===== src/logic/fsoc_pkg.sv =====
package fsoc_pkg;

  // register map and bit layout of the sync output settings
  localparam int unsigned FSOC_ADDR_W = 7;
  localparam int unsigned FSOC_DATA_W = 8;
  localparam logic [FSOC_ADDR_W-1:0] FSOC_SYNC_OUTPUT_CONFIG_ADDR = 7'h7A;
  localparam logic [FSOC_DATA_W-1:0] FSOC_SYNC_OUTPUT_CONFIG_RESET = 8'h00;
  localparam logic [FSOC_DATA_W-1:0] FSOC_SYNC_OUTPUT_CONFIG_MASK = 8'h8F;
  localparam logic [FSOC_DATA_W-1:0] FSOC_READ_IDLE = 8'h00;
  localparam int unsigned FSOC_SOURCE_SELECT_BIT = 7;
  localparam int unsigned FSOC_FRAME_POLARITY_BIT = 3;
  localparam int unsigned FSOC_FRAME_PULSE_BIT = 2;
  localparam int unsigned FSOC_MULTIFRAME_POLARITY_BIT = 1;
  localparam int unsigned FSOC_MULTIFRAME_PULSE_BIT = 0;

  // channel numbering for the two sync outputs
  localparam int unsigned FSOC_CHANNELS = 2;
  localparam int unsigned FSOC_CH_FRAME = 0;
  localparam int unsigned FSOC_CH_MULTIFRAME = 1;

  // what one phase loop hands to this block, all in the system clock domain
  typedef struct packed {
    logic frame_level;      // 8 kHz square reference, high in first half
    logic multiframe_level; // 2 kHz square reference, high in first half
    logic o2_tick;          // one-cycle pulse per second clock output period
  } fsoc_loop_sync_t;

  // per-output settings as decoded from the register
  typedef struct packed {
    logic polarity;
    logic pulse_mode;
  } fsoc_shape_t;

  // register access from the serial port decoder
  typedef struct packed {
    logic write;
    logic read;
    logic [FSOC_ADDR_W-1:0] addr;
    logic [FSOC_DATA_W-1:0] wdata;
  } fsoc_cfg_req_t;

endpackage : fsoc_pkg


===== src/logic/fsoc_shaper.sv =====
`timescale 1ns/1ps
module fsoc_shaper (
  clk,
  rst,
  ref_level,
  o2_tick,
  o2_enable,
  shape,
  sync_out
);
  import fsoc_pkg::*;
  input wire logic clk;
  input wire logic rst;
  input wire logic ref_level;
  input wire logic o2_tick;
  input wire logic o2_enable;
  input wire fsoc_pkg::fsoc_shape_t shape;
  output logic sync_out;

  logic ref_d;
  logic rise;
  logic pol_q;
  logic mode_q;
  logic pulse_q;
  logic next_pol;
  logic next_mode;
  logic next_pulse;
  logic next_raw;

  assign rise = ref_level & ~ref_d;

  ////////////////////////////////////////////////////////////////////////////
  // settings only move at the period start, so a change mid-period never
  // cuts a high or low phase short
  always_comb begin
    next_pol = rise ? shape.polarity : pol_q;
    // pulsed shape needs the second clock output running; without it a
    // pulse would never end, so fall back to the square wave
    next_mode = rise ? (shape.pulse_mode & o2_enable) : mode_q;
    next_pulse = rise ? 1'b1 : (o2_tick ? 1'b0 : pulse_q);
    next_raw = next_mode ? next_pulse : ref_level;
  end

  always_ff @(posedge clk) begin
    if (rst) begin
      // assume high so a reference already high at release is not a false period start
      ref_d <= 1'b1;
    end else begin
      ref_d <= ref_level;
    end
  end

  always_ff @(posedge clk) begin
    if (rst) begin
      pol_q <= 1'b0;
      mode_q <= 1'b0;
      pulse_q <= 1'b0;
    end else begin
      pol_q <= next_pol;
      mode_q <= next_mode;
      pulse_q <= next_pulse;
    end
  end

  always_ff @(posedge clk) begin
    if (rst) begin
      sync_out <= 1'b0;
    end else begin
      sync_out <= next_raw ^ next_pol;
    end
  end
endmodule : fsoc_shaper


===== src/logic/fsoc_sync_output_control.sv =====
`timescale 1ns/1ps
module fsoc_sync_output_control #(
  parameter int unsigned ADDR_W = 7,
  parameter int unsigned DATA_W = 8
) (
  clk,
  rst,
  cfg_req,
  cfg_rdata,
  cfg_rvalid,
  primary_phase_loop,
  secondary_phase_loop,
  second_clock_output_enable,
  sync_source_select,
  frame_sync_output,
  multiframe_sync_output
);
  import fsoc_pkg::*;
  input wire logic clk;
  input wire logic rst;
  input wire fsoc_pkg::fsoc_cfg_req_t cfg_req;
  output logic [DATA_W-1:0] cfg_rdata;
  output logic cfg_rvalid;
  input wire fsoc_pkg::fsoc_loop_sync_t primary_phase_loop;
  input wire fsoc_pkg::fsoc_loop_sync_t secondary_phase_loop;
  input wire logic second_clock_output_enable;
  output logic sync_source_select;
  output logic frame_sync_output;
  output logic multiframe_sync_output;

  ////////////////////////////////////////////////////////////////////////////
  // the register layout is fixed by the package; other widths cannot serve
  if (ADDR_W != FSOC_ADDR_W || DATA_W != FSOC_DATA_W) begin : g_bad_width
    $error("fsoc_sync_output_control: address or data width unsupported");
  end

  function automatic logic hits_config(input logic [FSOC_ADDR_W-1:0] addr);
    hits_config = (addr == FSOC_SYNC_OUTPUT_CONFIG_ADDR);
  endfunction : hits_config

  function automatic fsoc_shape_t shape_of(input logic [FSOC_DATA_W-1:0] cfg,
                                           input int unsigned ch);
    fsoc_shape_t s;
    if (ch == FSOC_CH_FRAME) begin
      s.polarity = cfg[FSOC_FRAME_POLARITY_BIT];
      s.pulse_mode = cfg[FSOC_FRAME_PULSE_BIT];
    end else begin
      s.polarity = cfg[FSOC_MULTIFRAME_POLARITY_BIT];
      s.pulse_mode = cfg[FSOC_MULTIFRAME_PULSE_BIT];
    end
    shape_of = s;
  endfunction : shape_of

  logic [FSOC_DATA_W-1:0] sync_output_config;
  fsoc_loop_sync_t selected_loop;
  logic [FSOC_CHANNELS-1:0] ref_levels;
  logic [FSOC_CHANNELS-1:0] shaped;

  ////////////////////////////////////////////////////////////////////////////
  // register write; unused bits are never stored so they read back as zero
  always_ff @(posedge clk) begin
    if (rst) begin
      sync_output_config <= FSOC_SYNC_OUTPUT_CONFIG_RESET;
    end else if (cfg_req.write && hits_config(cfg_req.addr)) begin
      sync_output_config <= cfg_req.wdata & FSOC_SYNC_OUTPUT_CONFIG_MASK;
    end
  end

  // read answers one cycle after the request; unmapped addresses read zero
  always_ff @(posedge clk) begin
    if (rst) begin
      cfg_rdata <= FSOC_READ_IDLE;
      cfg_rvalid <= 1'b0;
    end else begin
      cfg_rvalid <= cfg_req.read;
      if (cfg_req.read && hits_config(cfg_req.addr)) begin
        cfg_rdata <= sync_output_config;
      end else begin
        cfg_rdata <= FSOC_READ_IDLE;
      end
    end
  end

  ////////////////////////////////////////////////////////////////////////////
  // source selection; the switch takes effect at once and is not glitch-safe: in square mode the
  // shapers pass the new reference straight through, and only settings wait for a rising edge
  always_comb begin
    if (sync_output_config[FSOC_SOURCE_SELECT_BIT]) begin
      selected_loop = secondary_phase_loop;
    end else begin
      selected_loop = primary_phase_loop;
    end
    ref_levels[FSOC_CH_FRAME] = selected_loop.frame_level;
    ref_levels[FSOC_CH_MULTIFRAME] = selected_loop.multiframe_level;
  end

  // the clock output muxes downstream read this to follow the same loop
  always_ff @(posedge clk) begin
    if (rst) begin
      sync_source_select <= 1'b0;
    end else begin
      sync_source_select <= sync_output_config[FSOC_SOURCE_SELECT_BIT];
    end
  end

  ////////////////////////////////////////////////////////////////////////////
  // one shaper per sync output, both paced by the second clock output
  for (genvar ch = 0; ch < FSOC_CHANNELS; ch++) begin : g_shaper
    fsoc_shaper u_shaper (
      .clk(clk),
      .rst(rst),
      .ref_level(ref_levels[ch]),
      .o2_tick(selected_loop.o2_tick),
      .o2_enable(second_clock_output_enable),
      .shape(shape_of(sync_output_config, ch)),
      .sync_out(shaped[ch])
    );
  end

  // shaper outputs are already flops; the wires below only rename them
  assign frame_sync_output = shaped[FSOC_CH_FRAME];
  assign multiframe_sync_output = shaped[FSOC_CH_MULTIFRAME];
endmodule : fsoc_sync_output_control


===== config.mk =====
export PLATFORM = sky130hd
export DESIGN_NAME = fsoc_sync_output_control
export DESIGN_NICKNAME = d
export VERILOG_FILES = /design/src/logic/fsoc_pkg.sv /design/src/logic/fsoc_shaper.sv /design/src/logic/fsoc_sync_output_control.sv
export SDC_FILE = /design/constraint.sdc
export NUM_CORES = 1
export LEC_CHECK = 0
export ABC_AREA = 1
export BUFFER_PORTS_ARGS = -buffer_cell sky130_fd_sc_hd__buf_2
export CAP_MARGIN = 40
export CORE_UTILIZATION = 30
export CTS_CLUSTER_SIZE = 25
export DETAILED_ROUTE_END_ITERATION = 12
export GPL_TIMING_DRIVEN = 0
export MAX_ROUTING_LAYER = met4
export PLACE_DENSITY = 0.59
export RECOVER_POWER = 25
export SLEW_MARGIN = 20
export SYNTH_ARGS = -nofsm -noshare
export SYNTH_HDL_FRONTEND = slang
export SYNTH_SLANG_ARGS = --single-unit
export TNS_END_PERCENT = 50

===== constraint.sdc =====
create_clock -name clk -period 1.1 [get_ports clk]
set_clock_uncertainty 0.05 [all_clocks]
set_input_delay 0.165 -clock clk [delete_from_list [all_inputs] [get_ports clk]]
set_output_delay 0.165 -clock clk [all_outputs]
set_load 0.005 [all_outputs]

==> reports/results.tsv <==
metric	value	unit
vias	1022	
synth_area_leader_cell	dfxtp_1	
cts_tree	done	
fin_nets	219	
path_delay_family	flip-flops	
p_clk_frac	0.269	
place.gp.congestion	0.760	
r2r_slack	-0.10	ns
die_h	60.5	um
start_util	0.325	
antenna_found_initial	0	
clkLatencyLatePin	0.32	ns
grt_setup_unrepaired	yes	
crit_type	register to register	
r2r.worst_path.cells	8	
fillers	341	
min_period	1.20	ns
portBuffers	31	
timing.rr.start	sync_output_config[7]$_SDFFE_PP0P_	
dr.first_iter.drc_count	34	
synthCells	149	
grt_overflow	0	
postRouteAntennaNets	0	
grt_pass1_wl	4140	um
min_period_over_period	1.10	
ys_warn_count	0	
hold_class	input pin to register	
cts_buffers	3	
hpwl	1580	um
violations	setup timing	
grt_usage	0.159	
synthTopCellsByArea	dfxtp_1, nand2_1, inv_1	
critPathBufInv	3	
cts_root_buffer	clkbuf_4	
cts.htree.levels	1	
timing.final.ws_setup	-0.105	ns
fin_tns_setup	-0.206	ns
clk_pin_slew_worst_paths	0.13	ns
powerDensity	964	nW/um2
cp_cell_sequence	inv_8 -> nand2_4 -> nand2_8 -> buf_4 -> nand3_2 -> nand3_2 -> nand2_2 -> inv_1	
synth_top_cell_area_share	0.429	
grt_max_degree	12	
p_leak	0.781	nW
final-hold-violation-count	0	
core_region_area	3150	um2
crit_path_frequent_cell	nand3_2	
ios	38	
cts_buffer_depth	2	
die_area	3660	um2
peakVddDrop	0.402	mV
cp_max_fo	7	
cp_slowest_cell	dfxtp_4	
wl_per_cell	10.8	um
switching_power	388	uW
rows	20	
die_w	60.5	um
max-cap-violations	0	
synthesis.area	1030	um2
slowest_delay	0.43	ns
status	complete, but fails checks	
p_comb_frac	0.157	
worstReg2RegEnd	g_shaper[0].u_shaper.sync_out$_SDFF_PP0_	
synth-seq-area-share	0.429	
first_global_vias	938	
dp_cells	226	
firstDrtPassIters	4	
cp-start-kind	register	
drc_errors	0	
final_area	1490	um2
avgSynthCellArea	6.89	um2
regArea	444	um2
setup_viol	3	
multiInputGateArea	612	um2
vias_per_cell	4.35	
end_kind	register	
final_util	0.471	
diodes	0	
clock-sinks	22	
p_int	1.05	mW
cp.arrival	1.40	ns
area_growth	44.9	%
synth_cell_type_count	16	
synth_seq_cells	22	
timing.fmax	830	MHz
stdcell_count	235	
drt_wl_total	2530	um
hold_start	cfg_req[3]	
hold-path-endpoint	sync_output_config[3]$_SDFFE_PP0P_	
holdPathStages	3	
p_seq_frac	0.573	
slew_violations	0	
swShare	0.271	
required	1.29	ns
place_area	1240	um2
drive_gt1_frac	0.414	
==> stage by stage <==
step	power (mW)	hold slack (ns)	setup slack, ns
finish	1.43	0.0587	-0.105
global route	1.52	0.0568	-0.177
CTS	1.42	0.0647	-0.0477
detailed placement	1.01	0.324	-0.107
global placement	1.01	0.320	-0.121
floorplan	0.937	0.197	0.0302
==> cells in the final DEF (no fill, tap or decap) <==
cell / n
nor3_1: 2
nor4_1: 1
clkbuf_4: 3
nand4_1: 1
conb_1: 3
nand2_8: 1
inv_2: 2
a21oi_1: 2
dlygate4sd3_1: 1
nand3_4: 4
dfxtp_4: 1
nand3_1: 11
nand2_4: 6
buf_4: 8
buf_2: 31
inv_8: 1
dfxtp_1: 21
inv_1: 28
nor3b_1: 5
clkbuf_1: 1
nand2_1: 21
nor2_1: 15
nand3_2: 12
nand2_2: 10
==> how the worst max path moves through the flow <==
stage / end / slack [ns] / cells after the start / start
after floorplan: g_shaper[0].u_shaper.sync_out$_SDFF_PP0_ / 0.03 / 8 / sync_output_config[7]$_SDFFE_PP0P_
after global placement: g_shaper[0].u_shaper.sync_out$_SDFF_PP0_ / -0.12 / 8 / sync_output_config[7]$_SDFFE_PP0P_
after detailed placement: cfg_rdata[7]$_SDFF_PP0_ / -0.11 / 4 / cfg_req[8]
after CTS: g_shaper[0].u_shaper.sync_out$_SDFF_PP0_ / -0.05 / 9 / sync_output_config[7]$_SDFFE_PP0P_
after global routing: g_shaper[0].u_shaper.sync_out$_SDFF_PP0_ / -0.18 / 9 / sync_output_config[7]$_SDFFE_PP0P_
final: g_shaper[0].u_shaper.sync_out$_SDFF_PP0_ / -0.10 / 8 / sync_output_config[7]$_SDFFE_PP0P_
==> power groups by stage <==
stage               Combinational, mW  Sequential [mW]  Clock [mW]
floorplan                      0.0953            0.842           0
global placement                0.166            0.840           0
detailed placement              0.166            0.841           0
CTS                             0.203            0.821       0.397
global route                    0.251            0.824       0.440
finish                          0.225            0.821       0.386
==> kinds of logic (layout without fill, tap and decap cells) <==
kind of cell / Yosys count / after routing / synth area share
other: 1 / 3 / 0.00366
buffers and inverters: 35 / 75 / 0.139
and+or+nand+nor: 89 / 89 / 0.418
DFF: 22 / 22 / 0.429
AOI/OAI and AO/OA: 2 / 2 / 0.00976
==> area by class of cell <==
class | instances | share of cell area
Multi-Input combinational cell | 94 | 0.412
Sequential cell | 22 | 0.299
Timing Repair Buffer | 37 | 0.136
Inverter | 31 | 0.0833
Tap cell | 44 | 0.0370
Buffer | 4 | 0.0177
Clock buffer | 3 | 0.0152
==> per-layer routing <==
layer  GRT usage  wire, um  vias up
li1            -         -      538
met1       0.203      1170      448
met2       0.248      1220       31
met3      0.0256        88        5
met4      0.0682        52        0
met5           -         0        -
==> cells in the mapped netlist <==
library cell / count
nand3_1: 22
conb_1: 1
nor2_1: 15
nor4_1: 1
inv_1: 30
a21oi_1: 2
inv_2: 1
nand4_1: 1
nand2_2: 4
nor3_1: 2
nor3b_1: 5
buf_4: 3
nand3_2: 5
dfxtp_1: 22
clkbuf_1: 1
nand2_1: 34
==> state kept, by name, indices dropped and copies added, names as in the netlist <==
signal and cells:
cfg_rdata 5, sync_output_config 5, g_shaper.u_shaper.mode_q 2, g_shaper.u_shaper.pol_q 2, g_shaper.u_shaper.pulse_q 2, g_shaper.u_shaper.ref_d 2, g_shaper.u_shaper.sync_out 2, cfg_rvalid 1
sync_source_select 1
==> worst min-delay path: stages <==
cell and delay, ns:
buf_2 0.10, nor2_1 0.09, nor3b_1 0.05
==> what timing repair did <==
action,CTS,global route
hold buffers,1,0
resized for setup,26,16
pin swaps,9,9
setup endpoints to repair,2,5
setup buffers,4,1
hold endpoints to repair,1,0
Power figures use the tool's default switching activity.
